==> src/hw/rsd_defines.svh <==
// register indices, field positions, reset values and bus codes for the status display bank
`ifndef RSD_DEFINES_SVH
`define RSD_DEFINES_SVH

`define RSD_IDX_REG_TIMER   8'h2B
`define RSD_IDX_STRENGTH    8'h2C
`define RSD_IDX_GAIN        8'h2D
`define RSD_ADDR_W          8
`define RSD_DATA_W          32
`define RSD_CODE_W          4

`define RSD_VOLT_HI         7
`define RSD_VOLT_LO         4
`define RSD_GPT_BIT         2
`define RSD_NRT_BIT         1
`define RSD_MRT_BIT         0
`define RSD_AM_HI           7
`define RSD_AM_LO           4
`define RSD_PM_HI           3
`define RSD_PM_LO           0

`define RSD_VOLT_MAX        4'hF
`define RSD_VOLT_MIN        4'h5
`define RSD_STRENGTH_RESET  8'h00
`define RSD_GAIN_RESET      8'h00

`define RSD_RESP_OKAY       2'b00
`define RSD_RESP_DECERR     2'b11

`endif

==> src/hw/rsd_pkg.sv <==
// types shared by the status display bank
`default_nettype none

package rsd_pkg;

  typedef struct packed {
    logic        awvalid;
    logic [7:0]  awaddr;
    logic        wvalid;
    logic [31:0] wdata;
    logic [3:0]  wstrb;
    logic        bready;
    logic        arvalid;
    logic [7:0]  araddr;
    logic        rready;
  } rsd_axil_req_t;

  typedef struct packed {
    logic        awready;
    logic        wready;
    logic        bvalid;
    logic [1:0]  bresp;
    logic        arready;
    logic        rvalid;
    logic [31:0] rdata;
    logic [1:0]  rresp;
  } rsd_axil_rsp_t;

  typedef struct packed {
    logic       valid;
    logic [3:0] code;
  } rsd_meas_t;

  typedef struct packed {
    logic [3:0] prog;
    logic [3:0] squelch;
    logic [3:0] agc;
  } rsd_gain_src_t;

endpackage

`default_nettype wire

==> src/hw/rsd_axil_slave.sv <==
// axi4-lite slave front end: handshakes, responses, address index out
`timescale 1ns/1ps
`default_nettype none

`include "rsd_defines.svh"

module rsd_axil_slave
  import rsd_pkg::*;
(
  input  wire logic          clock,
  input  wire logic          rstn,
  input  wire rsd_axil_req_t req,
  output var rsd_axil_rsp_t  rsp,
  output logic [7:0]         rd_index,
  output logic [7:0]         wr_index,
  input  wire logic [31:0]   rd_data,
  input  wire logic          rd_hit,
  input  wire logic          wr_hit
);

  logic       aw_held_reg;
  logic       w_held_reg;
  logic [7:0] awaddr_reg;
  logic       bvalid_reg;
  logic [1:0] bresp_reg;
  logic       rvalid_reg;
  logic [31:0] rdata_reg;
  logic [1:0] rresp_reg;
  logic       aw_fire;
  logic       w_fire;
  logic       ar_fire;

  assign rsp.awready = !aw_held_reg && !bvalid_reg;
  assign rsp.wready  = !w_held_reg && !bvalid_reg;
  assign rsp.arready = !rvalid_reg;
  assign rsp.bvalid  = bvalid_reg;
  assign rsp.bresp   = bresp_reg;
  assign rsp.rvalid  = rvalid_reg;
  assign rsp.rdata   = rdata_reg;
  assign rsp.rresp   = rresp_reg;

  assign aw_fire  = req.awvalid && rsp.awready;
  assign w_fire   = req.wvalid && rsp.wready;
  assign ar_fire  = req.arvalid && rsp.arready;
  // byte address is four times the register index
  assign rd_index = {2'b00, req.araddr[7:2]};
  assign wr_index = {2'b00, (aw_held_reg ? awaddr_reg[7:2] : req.awaddr[7:2])};

  // ************************************************************
  // write channel: address and data in either order
  // ************************************************************
  always_ff @(posedge clock) begin
    if (!rstn) begin
      aw_held_reg <= 1'b0;
      w_held_reg  <= 1'b0;
      awaddr_reg  <= 8'h00;
    end else if (bvalid_reg) begin
      aw_held_reg <= 1'b0;
      w_held_reg  <= 1'b0;
    end else begin
      if (aw_fire) begin
        aw_held_reg <= 1'b1;
        awaddr_reg  <= req.awaddr;
      end
      if (w_fire) begin
        w_held_reg <= 1'b1;
      end
    end
  end

  // data is dropped: every register here is read-only
  always_ff @(posedge clock) begin
    if (!rstn) begin
      bvalid_reg <= 1'b0;
      bresp_reg  <= `RSD_RESP_OKAY;
    end else if (bvalid_reg) begin
      if (req.bready) begin
        bvalid_reg <= 1'b0;
      end
    end else if ((aw_held_reg || aw_fire) && (w_held_reg || w_fire)) begin
      bvalid_reg <= 1'b1;
      bresp_reg  <= wr_hit ? `RSD_RESP_OKAY : `RSD_RESP_DECERR;
    end
  end

  // ************************************************************
  // read channel
  // ************************************************************
  always_ff @(posedge clock) begin
    if (!rstn) begin
      rvalid_reg <= 1'b0;
      rdata_reg  <= 32'h0000_0000;
      rresp_reg  <= `RSD_RESP_OKAY;
    end else if (ar_fire) begin
      rvalid_reg <= 1'b1;
      rdata_reg  <= rd_data;
      rresp_reg  <= rd_hit ? `RSD_RESP_OKAY : `RSD_RESP_DECERR;
    end else if (rvalid_reg && req.rready) begin
      rvalid_reg <= 1'b0;
    end
  end

endmodule // rsd_axil_slave

`default_nettype wire

==> src/hw/rsd_peak_hold.sv <==
// peak-hold register for one receive channel strength code
`timescale 1ns/1ps
`default_nettype none

module rsd_peak_hold
  import rsd_pkg::*;
#(
  parameter int W = 4
) (
  input  wire logic         clock,
  input  wire logic         rstn,
  input  wire logic         clear,
  input  wire logic         meas_valid,
  input  wire logic [W-1:0] meas_code,
  output logic      [W-1:0] peak_reg
);

  // a measurement landing with the clear starts the new peak, so it is not lost
  always_ff @(posedge clock) begin
    if (!rstn) begin
      peak_reg <= '0;
    end else if (clear) begin
      peak_reg <= meas_valid ? meas_code : '0;
    end else if (meas_valid && (meas_code > peak_reg)) begin
      peak_reg <= meas_code;
    end
  end

endmodule // rsd_peak_hold

`default_nettype wire

==> src/hw/rsd_status_bank.sv <==
// receiver status display bank: regulator/timer, peak strength and gain reduction registers
`timescale 1ns/1ps
`default_nettype none

`include "rsd_defines.svh"

module rsd_status_bank
  import rsd_pkg::*;
(
  input  wire logic          clock,
  input  wire logic          rstn,
  input  wire rsd_axil_req_t axil_req,
  output var rsd_axil_rsp_t  axil_rsp,
  input  wire logic          set_default,
  input  wire logic          clear_strength,
  input  wire logic          msg_start,
  input  wire logic          manual_mode,
  input  wire logic [3:0]    manual_volt,
  input  wire logic          adjust_done,
  input  wire logic [3:0]    adjust_code,
  input  wire logic          gpt_running,
  input  wire logic          nrt_running,
  input  wire logic          mrt_running,
  input  wire logic          chan_select,
  input  wire rsd_meas_t     am_meas,
  input  wire rsd_meas_t     pm_meas,
  input  wire rsd_gain_src_t am_gain,
  input  wire rsd_gain_src_t pm_gain,
  output logic [3:0]         selected_strength_reg
);

  // ************************************************************
  // helpers
  // ************************************************************
  function automatic logic volt_code_valid(input logic [3:0] code);
    return code >= `RSD_VOLT_MIN;
  endfunction

  // reductions add up; clamp at the largest code rather than wrap
  function automatic logic [3:0] gain_total(input rsd_gain_src_t src);
    logic [5:0] sum;
    sum = {2'b00, src.prog} + {2'b00, src.squelch} + {2'b00, src.agc};
    return (sum > 6'd15) ? 4'hF : sum[3:0];
  endfunction

  function automatic logic is_reg(input logic [7:0] idx);
    return (idx == `RSD_IDX_REG_TIMER) || (idx == `RSD_IDX_STRENGTH) || (idx == `RSD_IDX_GAIN);
  endfunction

  logic [3:0]  auto_volt_reg;
  logic [3:0]  volt_reg;
  logic [2:0]  timer_reg;
  logic [3:0]  am_peak_reg;
  logic [3:0]  pm_peak_reg;
  logic [7:0]  gain_reg;
  logic        peak_clear;
  logic [7:0]  rd_index;
  logic [7:0]  wr_index;
  logic [31:0] rd_data;
  logic [7:0]  regtim_view;

  // ************************************************************
  // regulator voltage code
  // ************************************************************
  always_ff @(posedge clock) begin
    if (!rstn) begin
      auto_volt_reg <= `RSD_VOLT_MAX;
    end else if (set_default) begin
      auto_volt_reg <= `RSD_VOLT_MAX;
    end else if (adjust_done && volt_code_valid(adjust_code)) begin
      auto_volt_reg <= adjust_code;
    end
  end

  // manual field is reported as written, even an unused code
  always_ff @(posedge clock) begin
    if (!rstn) begin
      volt_reg <= `RSD_VOLT_MAX;
    end else if (set_default) begin
      volt_reg <= `RSD_VOLT_MAX;
    end else begin
      volt_reg <= manual_mode ? manual_volt : auto_volt_reg;
    end
  end

  // ************************************************************
  // timer running flags, mirror of live timer state
  // ************************************************************
  always_ff @(posedge clock) begin
    if (!rstn) begin
      timer_reg <= 3'b000;
    end else begin
      timer_reg[`RSD_GPT_BIT] <= gpt_running;
      timer_reg[`RSD_NRT_BIT] <= nrt_running;
      timer_reg[`RSD_MRT_BIT] <= mrt_running;
    end
  end

  // ************************************************************
  // peak strength per channel
  // ************************************************************
  assign peak_clear = msg_start || clear_strength || set_default;

  rsd_peak_hold #(.W(`RSD_CODE_W)) u_am_peak (
    .clock      (clock),
    .rstn       (rstn),
    .clear      (peak_clear),
    .meas_valid (am_meas.valid),
    .meas_code  (am_meas.code),
    .peak_reg   (am_peak_reg)
  );

  rsd_peak_hold #(.W(`RSD_CODE_W)) u_pm_peak (
    .clock      (clock),
    .rstn       (rstn),
    .clear      (peak_clear),
    .meas_valid (pm_meas.valid),
    .meas_code  (pm_meas.code),
    .peak_reg   (pm_peak_reg)
  );

  // only the selected channel feeds the rest of the receiver
  always_ff @(posedge clock) begin
    if (!rstn) begin
      selected_strength_reg <= 4'h0;
    end else begin
      selected_strength_reg <= chan_select ? pm_peak_reg : am_peak_reg;
    end
  end

  // ************************************************************
  // second-stage gain reduction
  // ************************************************************
  always_ff @(posedge clock) begin
    if (!rstn) begin
      gain_reg <= `RSD_GAIN_RESET;
    end else if (set_default) begin
      gain_reg <= `RSD_GAIN_RESET;
    end else begin
      gain_reg[`RSD_AM_HI:`RSD_AM_LO] <= gain_total(am_gain);
      gain_reg[`RSD_PM_HI:`RSD_PM_LO] <= gain_total(pm_gain);
    end
  end

  // ************************************************************
  // register bus
  // ************************************************************
  assign regtim_view = {volt_reg, 1'b0, timer_reg};

  always_comb begin
    rd_data = 32'h0000_0000;
    case (rd_index)
      `RSD_IDX_REG_TIMER: rd_data[7:0] = regtim_view;
      `RSD_IDX_STRENGTH:  rd_data[7:0] = {am_peak_reg, pm_peak_reg};
      `RSD_IDX_GAIN:      rd_data[7:0] = gain_reg;
      default:            rd_data = 32'h0000_0000;
    endcase
  end

  // writes land nowhere; reads only sample state
  rsd_axil_slave u_bus (
    .clock    (clock),
    .rstn     (rstn),
    .req      (axil_req),
    .rsp      (axil_rsp),
    .rd_index (rd_index),
    .wr_index (wr_index),
    .rd_data  (rd_data),
    .rd_hit   (is_reg(rd_index)),
    .wr_hit   (is_reg(wr_index))
  );

  logic       ar_take;
  logic [7:0] ar_idx_q;
  logic [7:0] ar_val_q;
  assign ar_take = axil_req.arvalid && axil_rsp.arready;

  // captured at the address edge, so the held answer can be judged against it
  always_ff @(posedge clock) begin
    if (!rstn) begin
      ar_idx_q <= 8'h00;
      ar_val_q <= 8'h00;
    end else if (ar_take) begin
      ar_idx_q <= rd_index;
      ar_val_q <= rd_data[7:0];
    end
  end
endmodule // rsd_status_bank

`default_nettype wire

==> config.mk <==
export PLATFORM = sky130hd
export DESIGN_NAME = rsd_status_bank
export DESIGN_NICKNAME = d
export VERILOG_FILES = /design/src/hw/rsd_pkg.sv /design/src/hw/rsd_axil_slave.sv /design/src/hw/rsd_peak_hold.sv /design/src/hw/rsd_status_bank.sv
export VERILOG_INCLUDE_DIRS = /design/src /design/src/hw
export SDC_FILE = /design/constraint.sdc
export NUM_CORES = 1
export LEC_CHECK = 0
export BUFFER_PORTS_ARGS = -buffer_cell sky130_fd_sc_hd__buf_2
export CAP_MARGIN = 10
export CORE_MARGIN = 4
export CORE_UTILIZATION = 32
export CTS_BUF_LIST = sky130_fd_sc_hd__clkbuf_16
export DETAILED_ROUTE_END_ITERATION = 12
export MAX_ROUTING_LAYER = met4
export PLACE_DENSITY = 0.58
export SLEW_MARGIN = 20
export SYNTH_ARGS = -nofsm -noshare
export SYNTH_HDL_FRONTEND = slang
export SYNTH_HIERARCHICAL = 1
export SYNTH_SLANG_ARGS = --single-unit
==> constraint.sdc <==
create_clock -name clock -period 2.5 [get_ports clock]
set_input_delay 0.125 -clock clock [delete_from_list [all_inputs] [get_ports clock]]
set_output_delay 0.125 -clock clock [all_outputs]
set_load 0.1 [all_outputs]
==> results of run 1 <==
## per-stage QoR
step	setup slack [ns]	instance area (sq um)
5_1_grt	0.507	5000
4_1_cts	0.661	5000
3_5_place_dp	0.390	4670
3_3_place_gp	0.474	4670
2_1_floorplan	0.656	4060
## per-layer routing
layer	GRT usage, %
met1	16.3
met3	3.42
met5	-
met2	20.8
met4	3.94
## logic make-up after synthesis
group | after synthesis | synth area share, %
simple gates | 164 | 19.6
compound gates | 76 | 15.0
mux | 39 | 10.3
fa+ha+maj | 24 | 9.47
buf+inv | 60 | 7.67
flops | 75 | 37.9
other cells | 2 | 0.189
## cell usage after synthesis (all sizes together), types with 2 or more instances
| cell | instances |
|---|---|
| or3 | 2 |
| and2 | 4 |
| o21a | 3 |
| nor3b | 2 |
| a21boi | 34 |
| o21ai | 3 |
| mux2 | 14 |
| or4b | 2 |
| o211ai | 2 |
| a22oi | 7 |
| ha | 14 |
| nand3 | 2 |
| mux2i | 25 |
| conb | 2 |
| clkbuf | 7 |
| nand2b | 8 |
| o211a | 2 |
| fa | 10 |
| nor3 | 6 |
| a211oi | 5 |
| nand4 | 2 |
| dfxtp | 75 |
| nor4b | 2 |
| inv | 28 |
| a2111oi | 2 |
| nand2 | 91 |
| a311oi | 3 |
| a21o | 2 |
| buf | 25 |
| a21oi | 9 |
| nor2b | 16 |
| nor2 | 23 |
==> flow_metrics.py, run 1 <==
metrics = {
    "place": {
        "dp_hpwl_microns": 6920,
        "place.port_buffers": 114,
        "place_inst": 719,
        "place_congestion": 0.815,
    },
    "outcome": {
        "stop_stage": "detailed routing (5_2_route)",
        "error": "[ERROR DRT-0255] Maze Route cannot find path of net clock in worker of routeBox ( 96600 0 ) ( 119315 48300 ).",
        "status": "did not finish",
    },
    "clock_tree": {
        "cts_setup_buffers": 0,
        "cts_root_buf": "clkbuf_16",
        "htreeDepth": 3,
        "cts_resized": 0,
        "clockBufferDepth": 2,
        "cts_made_buffers": 9,
        "clkSinkCount": 75,
        "ctsHoldBuffers": 3,
    },
    "synthesis": {
        "syn_area_sq_mm": 0.00397,
        "async_reset_ff_share_pct": 0,
        "synth_cell_types": 51,
        "synth.area.top_cells": "dfxtp_1 (38%), nand2_1 (8.6%), a21boi_0 (6.4%), mux2i_1 (6.3%), fa_1 (5.0%)",
        "ys_warn_count": 6,
        "avgSynthCellArea_sq_um": 9.01,
        "synth_cells": 440,
        "synth-seq-area-share_pct": 37.9,
        "synth_edf_count": 0,
        "synth_top_area_share_pct": 37.9,
        "yosysTopAreaCell": "dfxtp_1",
        "synth_seq_cells": 75,
        "synth-main-ff-cell": "dfxtp_1",
    },
    "global_routing": {
        "grt_usage_pct": 13.1,
        "overflow": 0,
        "antenna_found_initial": 0,
        "grt_max_degree": 45,
        "grt_pass1_wl_microns": 14700,
        "grt_pass1_vias": 3141,
    },
    "floorplanning": {
        "rows": 40,
        "initial_core_util_pct": 32.9,
        "ioPinCount": 155,
        "die_h_microns": 119,
        "chipWidth_microns": 119,
    },
}
==> run 2: changes to the inputs <==
CORE_UTILIZATION = 20   (was 32)
CTS_BUF_LIST = unset   (was sky130_fd_sc_hd__clkbuf_16)
MAX_ROUTING_LAYER = unset   (was met4)
PLACE_DENSITY = unset   (was 0.58)
PLACE_DENSITY_LB_ADDON = 0.15   (was unset)
==> flow_metrics.py, run 2 <==
metrics = {
    "outcome": {
        "status": "finished, final reports clean",
    },
    "detailed_routing": {
        "wirelength_microns": 10000,
        "drt_iter0_drc": 113,
        "first_pass_iters": 4,
        "ant_nets": 0,
        "via_count": 3220,
        "avgRoutedWirePerCell_microns": 11.9,
        "via_per_inst": 3.84,
        "drc": 0,
    },
    "timing": {
        "setup-tns-final_ns": 0,
        "setup_viol": 0,
        "finalHoldViolCount": 0,
        "min_period_over_period_pct": 73.5,
        "fin_crit_ns": 1.84,
        "fmax_mhz": 544,
        "relSlewSlack_pct": 64.1,
        "drv_slew": 0,
        "tightest_slew_ns": 0.534,
        "fin_skew_ns": 0.00916,
        "rsz0062_at_grt": "no",
    },
    "clock_tree": {
        "htreeDepth": 3,
        "clkSinkCount": 75,
        "ctsHoldBuffers": 5,
        "cts_resized": 0,
        "cts_made_buffers": 9,
        "cts_root_buf": "clkbuf_16",
        "cts_setup_buffers": 0,
        "clockBufferDepth": 2,
        "worstSkewPairLatency_ns": 0.35,
        "cts_tree": "built",
        "clk_pin_slew_ns": 0.06,
    },
    "final_layout": {
        "drive_gt1_share_pct": 27.6,
        "largest_reg_flops": 32,
        "area_growth_pct": 30.9,
        "final_common_cell": "buf_2",
        "final_nets": 702,
        "design_area_sq_mm": 0.00519,
        "layout_common_cells": "buf_2 (114), nand2_1 (91), dfxtp_1 (75)",
    },
    "place": {
        "dp_hpwl_microns": 7830,
        "place.port_buffers": 114,
        "place_congestion": 0.749,
        "postPlaceCellArea_sq_mm": 0.00479,
    },
    "worst_setup_path": {
        "criticalPathCategory": "reg2reg",
        "cp-end-kind": "flop",
        "required_ns": 2.72,
        "cp.arrival_ns": 2.06,
        "startpoint_type": "flop",
        "crit_fanout": 10,
    },
    "global_routing": {
        "overflow": 0,
        "grt_max_degree": 35,
        "grt_pass1_wl_microns": 15800,
        "grt_pass1_vias": 3185,
        "antenna_found_initial": 0,
        "grt_usage_pct": 9.21,
    },
    "floorplanning": {
        "ioPinCount": 155,
        "coreArea_sq_mm": 0.0195,
        "initial_core_util_pct": 20.4,
        "chipWidth_microns": 149,
        "rows": 51,
        "die_h_microns": 149,
        "design.die.area_sq_mm": 0.0221,
    },
    "synthesis": {
        "avgSynthCellArea_sq_um": 9.01,
        "synth_cells": 440,
        "synth-main-ff-cell": "dfxtp_1",
        "synth_edf_count": 0,
        "synth_common_cells": "nand2_1 (91), dfxtp_1 (75), a21boi_0 (34)",
        "synth-seq-area-share_pct": 37.9,
        "yosysTopAreaCell": "dfxtp_1",
        "async_reset_ff_share_pct": 0,
        "ys_warn_count": 6,
        "synth_top_area_share_pct": 37.9,
        "syn_area_sq_mm": 0.00397,
        "synth.area.top_cells": "dfxtp_1 (38%), nand2_1 (8.6%), a21boi_0 (6.4%), mux2i_1 (6.3%), fa_1 (5.0%)",
        "synth_seq_cells": 75,
        "synth_cell_types": 51,
        "post-synth-top-count-cell": "nand2_1",
    },
    "power_and_ir_drop": {
        "vdd_ir_drop_max_v": 0.000254,
        "p_leak_uw": 0.00232,
        "power_density_mw_per_mm2": 695,
    },
    "worst_hold_path": {
        "hp-class": "in2reg",
    },
    "job": {
        "cap_violations": 0,
    },
}
==> run 2: cell counts after synthesis <==
No cell type changed its count.
==> run 2: routing by layer <==
layer	wire (microns)	vias up	track usage, %
li1	-	1693	-
met1	4700	1422	11.5
met2	4390	91	14.6
met3	680	14	2.67
met4	221	0	4.39
met5	0	-	0
==> run 2: cell families (layout without fill, tap and decap cells) <==
logic type / Yosys count / count (layout) / synth area share (%)
AOI/OAI and AO/OA: 76 / 76 / 15.0
adders and majority gates: 24 / 24 / 9.47
buffers and inverters: 60 / 167 / 7.67
DFF: 75 / 75 / 37.9
muxes: 39 / 39 / 10.3
other: 2 / 29 / 0.189
and+or+nand+nor: 164 / 164 / 19.6
==> run 2: critical path: stages, from the launching register on <==
cell and delay [ns]:
dfxtp_1 0.60, mux2_2 0.40, mux2_2 0.27, nor3_1 0.15, nand2b_1 0.08, o221a_2 0.24
==> run 2: worst paths after layout <==
| path | slack (ns) | from | depth (start not counted) | end |
|---|---|---|---|---|
| setup / recovery | 0.66 | u_bus/aw_held_reg | 5 | u_bus/bresp_reg[0] |
| hold / removal | 0.03 | axil_req[47] | 3 | u_bus/w_held_reg |
| setup reg to reg | 0.66 | u_bus/aw_held_reg | 5 | u_bus/bresp_reg[0] |
| hold reg to reg | 0.46 | u_bus/rdata_reg[10] | 2 | u_bus/rdata_reg[10] |
==> run 2: stage by stage <==
| step | hold WS [ns] | utilization [%] | total power (uW) | setup slack (ns) | cells |
|---|---|---|---|---|---|
| after floorplan | 0.247 | - | 2000 | 0.656 | 466 |
| after global placement | 0.363 | 24.6 | 2160 | 0.463 | 816 |
| after detailed placement | 0.365 | 24.6 | 2180 | 0.402 | 816 |
| after CTS | 0.00117 | 26.6 | 3680 | 0.649 | 837 |
| after global routing | 0.0323 | 26.6 | 3810 | 0.584 | 838 |
| final | 0.0277 | 26.7 | 3610 | 0.662 | 839 |
==> run 2: cell type report <==
type / instances / area (sq um)
Fill cell: 2121 / 14300
Multi-Input combinational cell: 331 / 2260
Sequential cell: 75 / 1500
Timing Repair Buffer: 123 / 653
Tap cell: 265 / 332
Clock buffer: 10 / 239
Inverter: 28 / 105
Clock inverter: 6 / 96.3
Antenna cell: 1 / 2.50
==> run 2: power by group <==
group,switching (uW),internal (uW),leakage [uW],total (uW)
Sequential,44.4,1260,0.000616,1310
Clock,545,914,0.000161,1460
Combinational,576,264,0.00154,840
Total,1170,2440,0.00232,3610
Power figures use the tool's default switching activity.
==> run 3: changes to the inputs <==
clock period = 1.5 ns   (was 2.5 ns; I/O delays follow)
==> flow_metrics.py, run 3 (synthesized netlist as in run 2, its figures left out) <==
metrics = {
    "worst_setup_path": {
        "rr_endpoint": "u_bus/bresp_reg[0]",
        "startpoint": "pm_gain[1]",
        "worstPathCellList": "buf_6 -> fa_1 -> ha_2 -> inv_2 -> fa_2 -> or4b_4 -> nor3_4 -> a311oi_2",
        "criticalPathCategory": "in2reg",
        "crit_slowest_cell": "or4b_4",
        "cp.arrival_ns": 1.77,
        "r2r_cells": 5,
        "cp-end-kind": "flop",
        "ff2ff_setup_slack_ns": 0,
        "startpoint_type": "input pin",
        "cpPeakStageDelay_ns": 0.48,
        "required_ns": 1.72,
        "r2r-start": "u_bus/aw_held_reg",
        "crit_fanout": 4,
        "cp-endpoint": "gain_reg[0]",
    },
    "detailed_routing": {
        "ant_nets": 0,
        "drt_iter0_drc": 79,
        "drc": 0,
        "via_count": 3375,
        "first_pass_iters": 4,
        "via_per_inst": 3.87,
        "avgRoutedWirePerCell_microns": 12.3,
        "wirelength_microns": 10700,
    },
    "final_layout": {
        "finalNonFillerCells": 871,
        "area_growth_pct": 43.1,
        "final_nets": 736,
        "layout_common_cells": "buf_2 (109), nand2_1 (91), dfxtp_1 (71)",
        "final_common_cell": "buf_2",
        "drive_gt1_share_pct": 35.0,
        "largest_reg_flops": 32,
        "fillers": 2097,
    },
    "timing": {
        "tightest_slew_ns": 0.550,
        "drv_slew": 0,
        "setup-tns-final_ns": -0.148,
        "rsz0062_at_grt": "yes",
        "min_period_over_period_pct": 104,
        "setup_viol": 5,
        "fin_crit_ns": 1.55,
        "fmax_mhz": 644,
        "fin_ws_ns": -0.0536,
        "relSlewSlack_pct": 63.6,
        "finalHoldViolCount": 0,
        "fin_skew_ns": 0.00696,
    },
    "clock_tree": {
        "clkSinkCount": 75,
        "clockBufferDepth": 2,
        "worstSkewPairLatency_ns": 0.34,
        "clk_pin_slew_ns": 0.06,
        "cts_tree": "built",
        "cts_made_buffers": 9,
        "htreeDepth": 3,
        "cts_root_buf": "clkbuf_16",
    },
    "global_routing": {
        "grt_pass1_wl_microns": 16800,
        "grt_pass1_vias": 3403,
        "grt_max_degree": 38,
        "grt_usage_pct": 9.69,
        "antenna_found_initial": 0,
        "overflow": 0,
    },
    "job": {
        "cap_violations": 0,
    },
    "floorplanning": {
        "chipWidth_microns": 149,
        "coreArea_sq_mm": 0.0195,
        "die_h_microns": 149,
        "initial_core_util_pct": 20.4,
        "ioPinCount": 155,
        "rows": 51,
        "design.die.area_sq_mm": 0.0221,
    },
    "place": {
        "place.port_buffers": 114,
        "place_ws_ns": -0.456,
        "place_inst": 837,
        "place_congestion": 0.805,
        "dp_hpwl_microns": 8190,
    },
    "power_and_ir_drop": {
        "p_leak_uw": 0.00256,
        "vdd_ir_drop_max_v": 0.000450,
        "power_density_mw_per_mm2": 1060,
    },
    "worst_hold_path": {
        "worst_hold_path.num_cells": 3,
        "hp-class": "in2reg",
    },
    "outcome": {
        "status": "finished with violations",
        "violations": "negative setup slack",
    },
}
[run 3: cell types whose count changed in the layout (fill, tap and decap cells not counted), moves of 4 or more]
cell           before  now
inv_1              28   24
dlygate4sd3_1       6   17
ha_4                0    4
dfxtp_1            75   71
buf_4               3   24
inv_2               0    4
nor3_1              5    1
ha_1               14    8
buf_2             114  109
[run 3: worst max-delay path: cells and delay by family]
family | cells | cell delay [ns]
buf+inv | 2 | 0.14
compound gates | 1 | 0.06
simple gates | 2 | 0.61
fa+ha+maj | 3 | 0.88
[run 3: layout make-up]
class	instances	area [sq um]	area share, %
multi-input combinational	331	2440	43.1
inverter	28	105	1.85
clock inverter	4	52.6	0.926
clock buffer	10	239	4.21
tap	265	332	5.84
timing repair buffer	157	991	17.5
sequential	75	1510	26.6
antenna	1	2.50	0.0441
[run 3: timing repair]
item / CTS / global route
hold buffers: 19 / 0
buffers inserted: 1 / 1
pin swaps: 4 / 16
hold endpoints to repair: 18 / 0
gates resized for setup: 6 / 29
endpoints found under the setup margin: 6 / 17
[run 3: worst min-delay path by stage]
stage / start / end / slack [ns]
after global placement: nrt_running / timer_reg[1] / 0.29
after global routing: am_meas[2] / u_am_peak/peak_reg[2] / 0.02
after detailed placement: nrt_running / timer_reg[1] / 0.30
final: axil_req[52] / u_bus/awaddr_reg[4] / 0.02
after CTS: pm_meas[3] / u_pm_peak/peak_reg[3] / 0.0002
after floorplan: rstn / timer_reg[0] / 0.20
[run 3: metal layers]
| layer | global-route usage [%] | vias to the layer above | part of all wire [%] |
|---|---|---|---|
| met5 | 0 | - | 0 |
| li1 | - | 1763 | - |
| met4 | 4.12 | 0 | 1.7 |
| met2 | 15.4 | 97 | 45 |
| met3 | 2.73 | 13 | 6.6 |
| met1 | 12.4 | 1502 | 46 |
[run 3: report_power, final]
part	switching [uW]	total, uW	leakage (uW)	internal (uW)
clock	862	2180	0.000144	1320
combinational	1070	1680	0.00180	617
sequential	63.0	2170	0.000618	2110
total	1990	6030	0.00256	4040
[run 3: stage by stage]
| stage | hold WS, ns | power (uW) | util [%] | area, sq um |
|---|---|---|---|---|
| 2_1_floorplan | 0.197 | 3380 | - | 4120 |
| 3_3_place_gp | 0.290 | 3750 | 25.9 | 5030 |
| 3_5_place_dp | 0.299 | 3770 | 25.9 | 5030 |
| 4_1_cts | 0.000160 | 6070 | 28.5 | 5550 |
| 5_1_grt | 0.0169 | 6370 | 29.1 | 5670 |
| 6_report | 0.0184 | 6030 | 29.2 | 5680 |
==> run 4: changes to the inputs <==
CORE_ASPECT_RATIO = 1.25   (was unset)
==> flow_metrics.py, run 4 (synthesized netlist as in run 2, its figures left out) <==
metrics = {
    "outcome": {
        "status": "finished with violations",
        "violations": "negative setup slack",
    },
    "clock_tree": {
        "clk_pin_slew_ns": 0.06,
        "cts_tree": "built",
        "cts_made_buffers": 9,
        "htreeDepth": 3,
        "cts_root_buf": "clkbuf_16",
        "clockBufferDepth": 2,
        "worstSkewPairLatency_ns": 0.33,
        "clkSinkCount": 75,
    },
    "timing": {
        "tightest_slew_ns": 0.534,
        "min_period_over_period_pct": 104,
        "fin_skew_ns": 0.00415,
        "setup_viol": 6,
        "fin_ws_ns": -0.0565,
        "drv_slew": 0,
        "fin_crit_ns": 1.56,
        "fmax_mhz": 642,
        "setup-tns-final_ns": -0.250,
        "relSlewSlack_pct": 64.6,
        "rsz0062_at_grt": "yes",
        "finalHoldViolCount": 0,
    },
    "power_and_ir_drop": {
        "vdd_ir_drop_max_v": 0.000445,
        "p_leak_uw": 0.00256,
        "power_density_mw_per_mm2": 1070,
    },
    "final_layout": {
        "final_common_cell": "buf_2",
        "multi_input_area_sq_mm": 0.00243,
        "drive_gt1_share_pct": 35.7,
        "seqCellArea_sq_mm": 0.00151,
        "n_antenna_cell": 0,
        "fillers": 2111,
        "layout_common_cells": "buf_2 (111), nand2_1 (91), dfxtp_1 (72)",
        "final_nets": 738,
        "largest_reg_flops": 32,
        "area_growth_pct": 43.3,
        "design_area_sq_mm": 0.00568,
    },
    "worst_hold_path": {
        "worstHoldEndpoint": "u_pm_peak/peak_reg[2]",
        "hp-class": "in2reg",
        "min-delay-start": "pm_meas[2]",
        "worst_hold_path.num_cells": 3,
    },
    "detailed_routing": {
        "wl_met1_microns": 4790,
        "first_pass_iters": 4,
        "avgRoutedWirePerCell_microns": 12.4,
        "topRoutingLayerUsed": "met5",
        "via_count": 3368,
        "dr_wl_met2_microns": 5240,
        "via_per_inst": 3.86,
        "ant_nets": 0,
        "wl_met3_microns": 596,
        "wirelength_microns": 10800,
        "drt_iter0_drc": 87,
        "drc": 0,
    },
    "job": {
        "cap_violations": 0,
    },
    "global_routing": {
        "overflow": 0,
        "grt_usage_pct": 9.92,
        "grt_max_degree": 39,
        "grt_pass1_vias": 3601,
        "grt_pass1_wl_microns": 17500,
        "antenna_found_initial": 1,
    },
    "worst_setup_path": {
        "criticalPathCategory": "in2reg",
        "crit_fanout": 2,
        "r2r_cells": 5,
        "cp-end-kind": "flop",
        "ff2ff_setup_slack_ns": 0,
        "cp.arrival_ns": 1.77,
        "rr_endpoint": "u_bus/bresp_reg[0]",
        "required_ns": 1.71,
        "r2r-start": "u_bus/aw_held_reg",
        "startpoint_type": "input pin",
    },
    "floorplanning": {
        "initial_core_util_pct": 20.4,
        "rows": 57,
        "chipWidth_microns": 134,
        "design.die.area_sq_mm": 0.0222,
        "die_h_microns": 165,
        "coreArea_sq_mm": 0.0195,
        "ioPinCount": 155,
    },
    "place": {
        "place.port_buffers": 114,
        "place_congestion": 0.719,
        "postPlaceCellArea_sq_mm": 0.00506,
        "dp_hpwl_microns": 8390,
    },
}
run 4: changes by cell type in the layout (fill, tap and decap cells not counted), sizes merged:
cell	change
buf	+7
clkbuf	+1
clkinv	-1
diode	-1
dlygate4sd3	-2
dlymetal6s4s	-2
run 4: worst max-delay path, stage by stage:
cell and delay [ns]:
buf_6 0.09, fa_1 0.54, ha_2 0.19, inv_2 0.04, fa_2 0.54, nand4bb_1 0.12
nor3_2 0.12, a311oi_1 0.06
run 4: cell type report:
cell class,count,share of cell area [%]
Multi-Input combinational cell,331,42.8
Sequential cell,75,26.5
Timing Repair Buffer,159,17.6
Tap cell,265,5.84
Clock buffer,12,4.52
Inverter,28,1.85
Clock inverter,3,0.837
run 4: timing repair:
action,in CTS,in global routing
resized for setup,8,24
pin swaps,6,15
hold endpoints to repair,14,0
hold buffers,15,0
buffers inserted,2,2
setup endpoints to repair,5,17
cloned,0,0
run 4: metrics by stage:
step | instances | util [%] | setup WS, ns | hold WS (ns) | total power (uW)
floorplan | 466 | - | -0.258 | 0.197 | 3380
global placement | 839 | 26.0 | -0.411 | 0.309 | 3770
detailed placement | 839 | 26.0 | -0.440 | 0.301 | 3800
CTS | 871 | 28.6 | -0.0668 | 0.00843 | 6140
global route | 873 | 29.2 | -0.133 | 0.0306 | 6430
finish | 873 | 29.2 | -0.0565 | 0.0202 | 6080
run 4: worst max path at each step:
stage	start	endpoint	slack [ns]
final	pm_gain[9]	gain_reg[2]	-0.06
after detailed placement	pm_gain[1]	gain_reg[1]	-0.44
after floorplan	pm_gain[1]	gain_reg[2]	-0.26
after global routing	pm_gain[9]	gain_reg[2]	-0.13
after CTS	pm_gain[9]	gain_reg[1]	-0.07
after global placement	pm_gain[1]	gain_reg[1]	-0.41
run 4: power by group:
group          switching [uW]  internal [uW]  total, uW
combinational            1060            633       1690
clock                     839           1380       2220
sequential               64.8           2110       2170
run 4: per-layer routing:
layer	vias up	GRT usage, %
met5	-	0
met4	2	3.98
met3	13	1.79
met2	91	17.4
met1	1500	12.0
li1	1762	-
